### src/inc/cbb_pkg.sv
// How it works
// - Header type byte reads 02h, read-only.
// - Offsets 00h-7Fh standard, 80h-FFh extension.
// - Self-test byte reads 00h, read-only.
// - Window base bits 31-12 writable, rest zero.
// - All-ones write reads back FFFF F000h.
// - Socket registers at 000h, legacy at 800h.
// - Capability pointer reads A0h; PM at A0h/A4h.
// - Status flags clear on write-one; reset 0200h.
// - Bit 15 set on card parity error.
// - Bit 14 set on card system error.
// - Bit 13 set on received master abort.
// - Bit 12 set on received target abort.
// - Bit 11 set on signaled target abort.
// - Bits 10-9 hardwired to 01b.
// - Bit 8 needs error, mastership, response enable.
// - Bits 7, 6, 5 read zero.
// - Bits 4-0 reserved, read zero.
// - Bus numbers writable, reset 00h, steer forwarding.
package cbb_pkg;
    localparam logic [7:0] HDR_TYPE_OFS = 8'h0E;
    localparam logic [7:0] SELF_TEST_OFS = 8'h0F;
    localparam logic [7:0] SOCK_BASE_OFS = 8'h10;
    localparam logic [7:0] CAP_PTR_OFS = 8'h14;
    localparam logic [7:0] CARD_STAT_OFS = 8'h16;
    localparam logic [7:0] UP_BUS_OFS = 8'h18;
    localparam logic [7:0] CARD_BUS_OFS = 8'h19;
    localparam logic [7:0] HIGH_BUS_OFS = 8'h1A;
    localparam logic [7:0] EXT_FIRST_OFS = 8'h80;
    localparam logic [7:0] PM_DW0_OFS = 8'hA0;
    localparam logic [7:0] PM_DW1_OFS = 8'hA4;
    localparam logic [7:0] HDR_TYPE_VAL = 8'h02;
    localparam logic [7:0] SELF_TEST_VAL = 8'h00;
    localparam logic [7:0] CAP_PTR_VAL = 8'hA0;
    localparam logic [31:0] SOCK_RESET = 32'h0000_0000;
    localparam logic [31:0] SOCK_WR_MASK = 32'hFFFF_F000;
    localparam logic [7:0] BUS_RESET = 8'h00;
    localparam logic [15:0] STAT_RESET = 16'h0200;
    localparam logic [15:0] STAT_RC_MASK = 16'hF900;
    localparam logic [15:0] STAT_FIXED = 16'h0200;
    localparam int ST_PARITY_BIT = 15;
    localparam int ST_SYSERR_BIT = 14;
    localparam int ST_MABORT_BIT = 13;
    localparam int ST_TABT_RX_BIT = 12;
    localparam int ST_TABT_TX_BIT = 11;
    localparam int ST_DPAR_BIT = 8;
    localparam int WIN_LSB = 12;
    localparam int LEGACY_BIT = 11;
    localparam logic [11:0] SOCKET_REGS_OFS = 12'h000;
    localparam logic [11:0] LEGACY_REGS_OFS = 12'h800;
endpackage : cbb_pkg

### src/core/cbb_config_header.sv
`timescale 1ns/1ps
module cbb_config_header
    import cbb_pkg::*;
#(
    parameter int WIN_BITS = WIN_LSB
)
(
    input wire logic clock,
    input wire logic rst,
    // Configuration access port
    input wire logic cfg_req,
    input wire logic cfg_write,
    input wire logic [7:0] cfg_addr,
    input wire logic [3:0] cfg_byte_en,
    input wire logic [31:0] cfg_wdata,
    output logic cfg_ready,
    output logic cfg_ack,
    output logic [31:0] cfg_rdata,
    // Extension space hand-off
    output logic ext_sel,
    output logic pm_sel,
    input wire logic [31:0] ext_rdata,
    // Card-side events, one-cycle pulses
    input wire logic card_addr_parity_err,
    input wire logic card_data_parity_err,
    input wire logic card_serr_seen,
    input wire logic card_master_abort,
    input wire logic card_target_abort_rx,
    input wire logic card_target_abort_tx,
    input wire logic card_perr_seen,
    input wire logic card_was_master,
    input wire logic parity_resp_en,
    // Forwarding of type-1 configuration cycles
    input wire logic fwd_req,
    input wire logic [7:0] fwd_bus,
    output logic fwd_done,
    output logic fwd_type0,
    output logic fwd_type1,
    // Memory claim of the socket window
    input wire logic mem_req,
    input wire logic [31:0] mem_addr,
    output logic mem_done,
    output logic mem_claim,
    output logic mem_legacy,
    output logic [11:0] mem_offset,
    // Register views for the rest of the bridge
    output logic [31:0] socket_window_base,
    output logic [7:0] upstream_bus_number,
    output logic [7:0] card_bus_number,
    output logic [7:0] highest_downstream_bus
);

    // Window must sit on at least a 4-Kbyte boundary
    generate
        if (WIN_BITS < WIN_LSB || WIN_BITS > 31)
        begin : g_bad_win
            $error("WIN_BITS out of range");
        end
    endgenerate

    // Access sequencer states
    typedef enum logic [1:0] {
        CBB_IDLE = 2'b01,
        CBB_ANSWER = 2'b10
    } cbb_state_e;

    // Dword select shared by reads and writes
    function automatic logic dw_hit(input logic [7:0] addr, input logic [7:0] ofs);
        dw_hit = (addr[7:2] == ofs[7:2]);
    endfunction : dw_hit

    // Byte-enable expansion to a bit mask
    function automatic logic [31:0] lane_mask(input logic [3:0] be);
        lane_mask = {{8{be[3]}}, {8{be[2]}}, {8{be[1]}}, {8{be[0]}}};
    endfunction : lane_mask

    cbb_state_e state_reg;
    cbb_state_e state_next;
    logic [31:0] sock_reg;
    logic [31:0] sock_next;
    logic [15:0] flags_reg;
    logic [15:0] flags_next;
    logic [7:0] up_bus_reg;
    logic [7:0] up_bus_next;
    logic [7:0] card_bus_reg;
    logic [7:0] card_bus_next;
    logic [7:0] high_bus_reg;
    logic [7:0] high_bus_next;
    logic [31:0] rdata_reg;
    logic [31:0] rdata_next;
    logic ack_reg;

    // Request acceptance: one access at a time
    wire take = cfg_req && (state_reg == CBB_IDLE);
    wire wr_take = take && cfg_write;
    wire [31:0] be_mask = lane_mask(cfg_byte_en);

    // Register decode by dword: standard header, plus the PM dwords A0h/A4h
    wire in_ext = cfg_addr[7];
    wire sel_hdr = !in_ext && dw_hit(cfg_addr, HDR_TYPE_OFS);
    wire sel_sock = !in_ext && dw_hit(cfg_addr, SOCK_BASE_OFS);
    wire sel_stat = !in_ext && dw_hit(cfg_addr, CARD_STAT_OFS);
    wire sel_bus = !in_ext && dw_hit(cfg_addr, UP_BUS_OFS);
    wire pm_hit = dw_hit(cfg_addr, PM_DW0_OFS) || dw_hit(cfg_addr, PM_DW1_OFS);

    // Extension space is served outside this block
    assign ext_sel = take && in_ext;
    assign pm_sel = take && in_ext && pm_hit;

    // Access sequencer: request in idle, answer the next cycle
    always_comb
    begin
        state_next = state_reg;
        case (state_reg)
            CBB_IDLE:
            begin
                if (cfg_req)
                begin
                    state_next = CBB_ANSWER;
                end
            end
            CBB_ANSWER:
            begin
                state_next = CBB_IDLE;
            end
            default:
            begin
                state_next = CBB_IDLE;
            end
        endcase
    end

    assign cfg_ready = (state_reg == CBB_IDLE);

    // Window base: only the upper bits take write data
    wire [31:0] sock_wm = be_mask & SOCK_WR_MASK;
    wire sock_we = wr_take && sel_sock;
    assign sock_next = sock_we ? ((sock_reg & ~sock_wm) | (cfg_wdata & sock_wm)) : sock_reg;

    // Bus numbers: one byte lane each in the same dword
    wire bus_we = wr_take && sel_bus;
    assign up_bus_next = (bus_we && cfg_byte_en[0]) ? cfg_wdata[7:0] : up_bus_reg;
    assign card_bus_next = (bus_we && cfg_byte_en[1]) ? cfg_wdata[15:8] : card_bus_reg;
    assign high_bus_next = (bus_we && cfg_byte_en[2]) ? cfg_wdata[23:16] : high_bus_reg;

    // Card-side event sources
    wire ev_parity = card_addr_parity_err || card_data_parity_err;
    wire ev_serr = card_serr_seen;
    wire ev_mabort = card_master_abort;
    wire ev_tabt_rx = card_target_abort_rx;
    wire ev_tabt_tx = card_target_abort_tx;
    wire ev_dpar = card_perr_seen && card_was_master && parity_resp_en;

    // Gather the events into their flag positions
    logic [15:0] flag_set;
    always_comb
    begin
        flag_set = '0;
        flag_set[ST_PARITY_BIT] = ev_parity;
        flag_set[ST_SYSERR_BIT] = ev_serr;
        flag_set[ST_MABORT_BIT] = ev_mabort;
        flag_set[ST_TABT_RX_BIT] = ev_tabt_rx;
        flag_set[ST_TABT_TX_BIT] = ev_tabt_tx;
        flag_set[ST_DPAR_BIT] = ev_dpar;
    end

    // Write-one-to-clear on the upper half of the status dword
    wire stat_we = wr_take && sel_stat;
    wire [15:0] stat_lanes = be_mask[31:16];
    wire [15:0] flag_clr = stat_we ? (cfg_wdata[31:16] & stat_lanes & STAT_RC_MASK) : 16'h0000;

    // A new event outranks a clear in the same cycle
    assign flags_next = ((flags_reg & ~flag_clr) | flag_set) & STAT_RC_MASK;

    // Status as read: flags plus the hardwired timing field
    wire [15:0] stat_rd = flags_reg | STAT_FIXED;

    // Byte images of the header dwords, fixed bytes with status and bus numbers
    wire [31:0] hdr_word = {SELF_TEST_VAL, HDR_TYPE_VAL, 16'h0000};
    wire [31:0] cap_word = {stat_rd, 8'h00, CAP_PTR_VAL};
    wire [31:0] bus_word = {8'h00, high_bus_reg, card_bus_reg, up_bus_reg};

    // Read selection; unmapped header dwords read zero
    always_comb
    begin
        rdata_next = rdata_reg;
        if (take && !cfg_write)
        begin
            if (in_ext)
            begin
                rdata_next = ext_rdata;
            end
            else if (sel_hdr)
            begin
                rdata_next = hdr_word;
            end
            else if (sel_sock)
            begin
                rdata_next = sock_reg;
            end
            else if (sel_stat)
            begin
                rdata_next = cap_word;
            end
            else if (sel_bus)
            begin
                rdata_next = bus_word;
            end
            else
            begin
                rdata_next = 32'h0000_0000;
            end
        end
        else if (take)
        begin
            rdata_next = 32'h0000_0000;
        end
    end

    // Access sequencer state
    always_ff @(posedge clock)
    begin
        if (rst)
        begin
            state_reg <= CBB_IDLE;
        end
        else
        begin
            state_reg <= state_next;
        end
    end

    // Answer registers: one-cycle acknowledge and the read word
    always_ff @(posedge clock)
    begin
        if (rst)
        begin
            ack_reg <= 1'b0;
            rdata_reg <= 32'h0000_0000;
        end
        else
        begin
            ack_reg <= take;
            rdata_reg <= rdata_next;
        end
    end

    // Socket window base, low bits never loaded
    always_ff @(posedge clock)
    begin
        if (rst)
        begin
            sock_reg <= SOCK_RESET;
        end
        else
        begin
            sock_reg <= sock_next;
        end
    end

    // Upstream bus number
    always_ff @(posedge clock)
    begin
        if (rst)
        begin
            up_bus_reg <= BUS_RESET;
        end
        else
        begin
            up_bus_reg <= up_bus_next;
        end
    end

    // Card-side bus number
    always_ff @(posedge clock)
    begin
        if (rst)
        begin
            card_bus_reg <= BUS_RESET;
        end
        else
        begin
            card_bus_reg <= card_bus_next;
        end
    end

    // Highest bus number below the card side
    always_ff @(posedge clock)
    begin
        if (rst)
        begin
            high_bus_reg <= BUS_RESET;
        end
        else
        begin
            high_bus_reg <= high_bus_next;
        end
    end

    // Sticky card-side flags
    always_ff @(posedge clock)
    begin
        if (rst)
        begin
            flags_reg <= STAT_RESET & STAT_RC_MASK;
        end
        else
        begin
            flags_reg <= flags_next;
        end
    end

    assign cfg_ack = ack_reg;
    assign cfg_rdata = rdata_reg;
    assign socket_window_base = sock_reg;
    assign upstream_bus_number = up_bus_reg;
    assign card_bus_number = card_bus_reg;
    assign highest_downstream_bus = high_bus_reg;

    // Error pin toward the card is input only; nothing drives it here

    // Forwarding and window claim decisions
    cbb_route_decode #(
        .WIN_BITS(WIN_BITS)
    ) cbb_route_decode_inst (
        .clock(clock),
        .rst(rst),
        .up_bus(up_bus_reg),
        .card_bus(card_bus_reg),
        .high_bus(high_bus_reg),
        .win_base(sock_reg),
        .fwd_req(fwd_req),
        .fwd_bus(fwd_bus),
        .mem_req(mem_req),
        .mem_addr(mem_addr),
        .fwd_done(fwd_done),
        .fwd_type0(fwd_type0),
        .fwd_type1(fwd_type1),
        .mem_done(mem_done),
        .mem_claim(mem_claim),
        .mem_legacy(mem_legacy),
        .mem_offset(mem_offset)
    );

endmodule : cbb_config_header

### src/core/cbb_route_decode.sv
`timescale 1ns/1ps
module cbb_route_decode
    import cbb_pkg::*;
#(
    parameter int WIN_BITS = WIN_LSB
)
(
    input wire logic clock,
    input wire logic rst,
    input wire logic [7:0] up_bus,
    input wire logic [7:0] card_bus,
    input wire logic [7:0] high_bus,
    input wire logic [31:0] win_base,
    input wire logic fwd_req,
    input wire logic [7:0] fwd_bus,
    input wire logic mem_req,
    input wire logic [31:0] mem_addr,
    output logic fwd_done,
    output logic fwd_type0,
    output logic fwd_type1,
    output logic mem_done,
    output logic mem_claim,
    output logic mem_legacy,
    output logic [11:0] mem_offset
);
    // Bus-number comparisons for a type-1 cycle from the host side
    wire is_own = (fwd_bus == up_bus);
    wire to_type0 = !is_own && (fwd_bus == card_bus);
    wire to_type1 = !is_own && (fwd_bus > card_bus) && (fwd_bus <= high_bus);
    // Window hit: upper address bits match a nonzero programmed base
    wire base_set = (win_base[31:WIN_BITS] != '0);
    wire win_hit = base_set && (mem_addr[31:WIN_BITS] == win_base[31:WIN_BITS]);
    wire legacy = (mem_addr[11:0] >= LEGACY_REGS_OFS);

    // Decisions are registered and answered the cycle after the request
    always_ff @(posedge clock)
    begin
        if (rst)
        begin
            fwd_done <= 1'b0;
            fwd_type0 <= 1'b0;
            fwd_type1 <= 1'b0;
            mem_done <= 1'b0;
            mem_claim <= 1'b0;
            mem_legacy <= 1'b0;
            mem_offset <= SOCKET_REGS_OFS;
        end
        else
        begin
            fwd_done <= fwd_req;
            fwd_type0 <= fwd_req && to_type0;
            fwd_type1 <= fwd_req && to_type1;
            mem_done <= mem_req;
            mem_claim <= mem_req && win_hit;
            mem_legacy <= mem_req && win_hit && legacy;
            mem_offset <= mem_addr[11:0];
        end
    end
endmodule : cbb_route_decode

### config.mk
export PLATFORM = sky130hd
export DESIGN_NAME = cbb_config_header
export DESIGN_NICKNAME = d
export VERILOG_FILES = /design/src/inc/cbb_pkg.sv /design/src/core/cbb_config_header.sv /design/src/core/cbb_route_decode.sv
export SDC_FILE = /design/constraint.sdc
export NUM_CORES = 1
export LEC_CHECK = 0
export BUFFER_PORTS_ARGS = -buffer_cell sky130_fd_sc_hd__buf_4
export CAP_MARGIN = 20
export CORE_MARGIN = 1.5
export CORE_UTILIZATION = 49
export CTS_CLUSTER_DIAMETER = 80
export DETAILED_ROUTE_END_ITERATION = 7
export GPL_ROUTABILITY_DRIVEN = 0
export PLACE_DENSITY = 0.85
export RECOVER_POWER = 50
export SLEW_MARGIN = 20
export SYNTH_ARGS = -nofsm -noshare
export SYNTH_HDL_FRONTEND = slang
export SYNTH_SLANG_ARGS = --single-unit
### constraint.sdc
create_clock -name clock -period 5.23 [get_ports clock]
set_input_delay 0.2615 -clock clock [delete_from_list [all_inputs] [get_ports clock]]
set_output_delay 0.2615 -clock clock [all_outputs]
set_load 0.1 [all_outputs]
==> metrics.txt, run 1 <==
Finished Cell Area 6340 sq um; initial core utilization 0.508; post-detail-place hpwl 11.7 mm; syn_area_per_cell 9.02 sq um; nature of the critical path startpoint primary input; Yosys top cell by area dfxtp_1; status completed; clk sink count 103; initial antenna violation count 0; PwrDens 269 nW/um^2; Buffers & Inverters on Critical Path 2; Crit path max-delay family simple AND/OR/NAND/NOR gates; core area 9240 sq um; Worst EP required 5.46 ns; pin count of the biggest net entering global routing 78; Placement Cell Area 6410 sq um; Die Span Y 101 microns; post-cts sizing count 0; Tcrit/Tclk final 0.490; number of library cell types mapped by synthesis 42; drt initial violations 285; clk_lat worst skew 0.36 ns; hold endpoint flags_reg[12]; worst-path cell chain buf_4 -> or4b_1 -> nor3b_4 -> buf_8 -> nand4_2 -> mux2i_1 -> nor2_1; count leader, synth dfxtp_1; vias in the first global route 4,580; RSZ-0062 raised after global routing no; Hold Path Depth 2; CTS tree done; Synth warnings 0; Arrival @ worst endpoint 2.79 ns; total CTS buffers 9; via count 4,751; worst-margin pin slew 1.21 ns; Syn Std Cell Area 4690 sq um; DR WL/cell 17.3 microns; gr usage total 0.286; DIE AREA 10,200 sq um; Fmax 390 MHz; Setup violations, final 0; share of layout cells above drive strength 1 0.230; ys flop type dfxtp_1; Slew HR 0.197; Port Buf Inserts 226; Post-Layout Cell Count 865; Setup crit end kind flip-flop; Pleak 2.89 nW; Layout area overhead 35.2%; Finished Core Util 0.687; Slowest cell on crit path or4b_1; R2R setup slack 3.19 ns; crit path max fanout 35; Placed Instances 848; Detail Route Antenna Nets 0; I/O Pins 241; number of setup buffers added after CTS 0; reg2reg path depth 4; Max-Cap Viols 0; Yosys top cell area share 0.439; DRT Pass-1 Iters 7; total gr overflow 0; Post-CTS Hold Fix Bufs 0; # H-tree levels 3; hold crit path type primary input to flip-flop; Synth Register Bits 103; # rows 35; worst hold start cfg_wdata[28]; ranking of synthesized cells by area dfxtp_1 44%, mux2i_1 9.0%, nor2_1 4.8%; Slew Limit Fails 0; r2r startpoint state_reg[1]; Final Critical Period 2.56 ns; Setup TNS 0 ns; first-pass GRT wire length 22.4 mm; worst vdd ir 0.000171 V; Die Width 101 microns; number of nets in the final layout 878; R2R Path End cfg_rdata[17]; DRC Markers 0; vias per cell 5.49; ys async rst share 0; Final Power 0.00171 W; Post-Route WL 14.9 mm; commonest cells in the netlist 103 x dfxtp_1, 60 x nor2_1, 47 x nand2_1; Post-synth EDFFs 0; Gate Count Post-Synth 520; clk slew on worst S/H paths 0.10 ns; Hold Fails Final Rpt 0; Max stage delay on crit path 0.73 ns; CTS max path bufs 2; CP Class primary input to flip-flop; clock root cell clkbuf_8; Clock Skew 0.0125 ns; Antenna diodes 0; post-synthesis sequential area ratio 0.439
==> layer usage <==
metal	part of all wire	wire (microns)	up-vias	track usage
li1	-	-	2223	-
met1	0.38	5690	2222	0.331
met2	0.51	7650	273	0.521
met3	0.082	1220	33	0.0576
met4	0.025	371	0	0.101
met5	0	0	-	0
==> layout by cell type (no fill, tap or decap), drive strengths merged, types with 20 or more instances in the layout <==
cell type and count:
clkbuf 91, inv 26, dfxtp 103, buf 146, a22oi 21, xnor2 20
o21ai 35, mux2i 42, nor2 60, nand2 47
==> power breakdown <==
group / switching (W) / internal [W]
sequential: 0.00000776 / 0.000801
combinational: 0.000231 / 0.000103
clock: 0.000288 / 0.000277
==> cell families (layout without fill, tap and decap cells) <==
family,Yosys count,after routing,share of synthesized area
and+or+nand+nor,169,169,0.177
DFF,103,103,0.439
AOI/OAI and AO/OA,99,99,0.138
buffers and inverters,62,267,0.0603
muxes,42,42,0.0896
xor gates and xnor gates,28,28,0.0523
adders and majority gates,16,16,0.0427
other,1,12,0.000799
==> worst max-delay path by stage <==
stage	end	depth (start not counted)	from
after floorplan	pm_sel	4	state_reg[1]
after global placement	card_bus_number[0]	6	cfg_addr[7]
after detailed placement	card_bus_number[0]	6	cfg_addr[7]
after CTS	card_bus_number[2]	6	cfg_addr[7]
after global routing	upstream_bus_number[4]	7	cfg_addr[7]
final	upstream_bus_number[4]	7	cfg_addr[7]
==> through the flow <==
stage	hold WS, ns	setup WS [ns]
floorplan	0.342	2.43
global placement	0.436	2.04
detailed placement	0.445	1.99
CTS	0.0862	2.39
global route	0.0927	2.59
finish	0.102	2.67
==> final cells by class <==
class	instances	area [sq um]
repair buffers	228	1410
clock inverters	7	103
well taps	129	161
flip-flops and latches	103	2060
multi-input cells	366	2400
inverters	23	86.3
clock buffers	9	124
fillers	802	2900
Power figures use the tool's default switching activity.
==> inputs of run 2 (changes only) <==
--- a/config.mk
+++ b/config.mk
@@ -8,11 +8,11 @@
 export BUFFER_PORTS_ARGS = -buffer_cell sky130_fd_sc_hd__buf_4
 export CAP_MARGIN = 20
 export CORE_MARGIN = 1.5
-export CORE_UTILIZATION = 49
+export CORE_UTILIZATION = 46
 export CTS_CLUSTER_DIAMETER = 80
 export DETAILED_ROUTE_END_ITERATION = 7
 export GPL_ROUTABILITY_DRIVEN = 0
-export PLACE_DENSITY = 0.85
+export PLACE_DENSITY = 0.81
 export RECOVER_POWER = 50
 export SLEW_MARGIN = 20
 export SYNTH_ARGS = -nofsm -noshare
==> constraint.sdc (replaced) <==
create_clock -name clock -period 2.6 [get_ports clock]
set_input_delay 0.13 -clock clock [delete_from_list [all_inputs] [get_ports clock]]
set_output_delay 0.13 -clock clock [all_outputs]
set_load 0.1 [all_outputs]
==> run 2 against run 1 <==
  * Critical path depth is 3 lower
  * Power is 110% higher
  * Hold slack worse by 0.091 ns
  * Largest cell class unchanged
  * Non-clock buffer count is 29 higher
  * Final cell count is 3.8% higher
  * First-iteration DRC count is 22% lower
  * The run now ends with capacitance limit, slew limit left
  * Global-route usage is 0.49 points lower
  * Clock power is 120% higher
  * Critical endpoint is now pm_sel
  * Core utilization is 1.0 points lower
==> metrics.txt, run 2 (synthesis results as in run 1) <==
drt initial violations 223 (-22%); Setup TNS 0 ns (unchanged); Port Buf Inserts 226 (unchanged); hold crit path type primary input to flip-flop; DRC Markers 0 (unchanged); vias in the first global route 4,909 (+7.2%); Final Power 0.00359 W (+110%); Slowest cell on crit path and3b_1; first-pass GRT wire length 24.4 mm (+8.7%); CTS max path bufs 2 (unchanged); Die Span Y 104 microns (+3.1%); pin count of the biggest net entering global routing 42 (-46%); Clock Skew 0.0100 ns (-0.00247 ns); clk sink count 103 (unchanged); via count 4,871 (+2.5%); status finished with violations; clk slew on worst S/H paths 0.11 ns (about the same); clk_lat worst skew 0.36 ns (about the same); Pleak 3.02 nW (+4.5%); Slew HR -0.0789 (-0.276); Setup crit end kind output pin; vias per cell 5.42 (-1.2%); DRT Pass-1 Iters 5 (-2); Tcrit/Tclk final 0.790; CTS tree done; total gr overflow 0 (unchanged); Buffers & Inverters on Critical Path 1 (-1); DIE AREA 10,800 sq um (+6.3%); Worst EP required 2.47 ns (-2.99 ns); core area 9820 sq um (+6.3%); Detail Route Antenna Nets 0 (unchanged); Final Critical Period 2.05 ns; Max stage delay on crit path 0.51 ns (-0.22 ns); post-detail-place hpwl 11.7 mm (+0.19%); worst-path cell chain and3b_1 -> and2_1 -> and4b_2 -> buf_4; gr usage total 0.281 (-0.00485); DR WL/cell 17.5 microns (+1.5%); Die Width 104 microns (+3.1%); most frequent cells in the layout 151 x buf_4, 103 x dfxtp_1, 83 x clkbuf_1, 59 x nor2_1, 47 x nand2_1; initial antenna violation count 0 (unchanged); Layout area overhead 41.5%; Crit path max-delay family simple AND/OR/NAND/NOR gates; number of setup buffers added after CTS 0 (unchanged); Antenna diodes 0 (unchanged); worst vdd ir 0.000370 V (+120%); nature of the critical path startpoint flip-flop; Post-Route WL 15.7 mm (+5.4%); Hold Fails Final Rpt 0 (unchanged); Arrival @ worst endpoint 1.92 ns (-0.87 ns); failing checks capacitance limit, slew limit; clock root cell clkbuf_8; Setup violations, final 0 (unchanged); total CTS buffers 9 (unchanged); Max-Cap Viols 1 (+1); I/O Pins 241 (unchanged); # H-tree levels 3 (unchanged); commonest non-fill, non-tap cell in the layout buf_4; worst-margin pin slew 1.62 ns (+0.409 ns); number of nets in the final layout 907 (+3.3%); crit path max fanout 8 (-77%); # rows 36 (+2.9%); RSZ-0062 raised after global routing no; CP Class flip-flop to output pin; PwrDens 541 nW/um^2 (+100%); share of layout cells above drive strength 1 0.229 (-0.000861); Fmax 487 MHz; initial core utilization 0.478 (-0.0300); Slew Limit Fails 38 (+38)
==> run 2: power by group <==
group,internal [W],total [W],switching [W]
Sequential,0.00161,0.00163,0.0000155
Clock,0.000654,0.00125,0.000598
Combinational,0.000234,0.000711,0.000476
Total,0.00250,0.00359,0.00109
==> run 2: stage by stage <==
step	util	worst slack (ns)	hold slack [ns]	area (sq um)	cells
after CTS	0.708	0.537	0.000198	6950	898
after detailed placement	0.659	0.259	0.342	6470	859
after floorplan	-	0.170	0.210	4730	531
after global routing	0.676	0.479	0.0111	6640	898
final	0.676	0.546	0.0108	6640	898
after global placement	0.659	0.357	0.337	6470	859
==> run 2: cell type report <==
cell class | instances | area (sq um)
Multi-Input combinational cell | 366 | 2400
Inverter | 23 | 86.3
Fill cell | 876 | 3180
Tap cell | 133 | 166
Sequential cell | 103 | 2060
Timing Repair Buffer | 257 | 1680
Clock inverter | 7 | 128
Clock buffer | 9 | 124
==> run 2: per-layer routing <==
layer | wire length (microns) | part of all wire | GRT usage | vias to the layer above
li1 | - | - | - | 2278
met1 | 6180 | 0.39 | 0.320 | 2303
met2 | 7800 | 0.50 | 0.514 | 256
met3 | 1370 | 0.087 | 0.0608 | 34
met4 | 377 | 0.024 | 0.100 | 0
met5 | 0 | 0 | 0 | -
==> run 2: worst paths after layout <==
path | start | to | slack, ns | cells past startpoint
setup / recovery | state_reg[1] | pm_sel | 0.55 | 4
hold / removal | cfg_wdata[0] | upstream_bus_number[0] | 0.01 | 3
setup reg to reg | state_reg[1] | flags_reg[11] | 0.66 | 4
hold reg to reg | cfg_rdata[23] | cfg_rdata[23] | 0.46 | 2
==> run 2: repair_timing <==
| action | 4_1_cts | 5_1_grt |
|---|---|---|
| hold endpoints to repair | 23 | 0 |
| hold buffers | 23 | 0 |
| gates resized for setup | 0 | 0 |
==> run 2: worst min-delay path, delay by kind of cell <==
family | cells | cell delay (ns)
simple gates | 1 | 0.08
mux | 1 | 0.05
buf+inv | 1 | 0.08
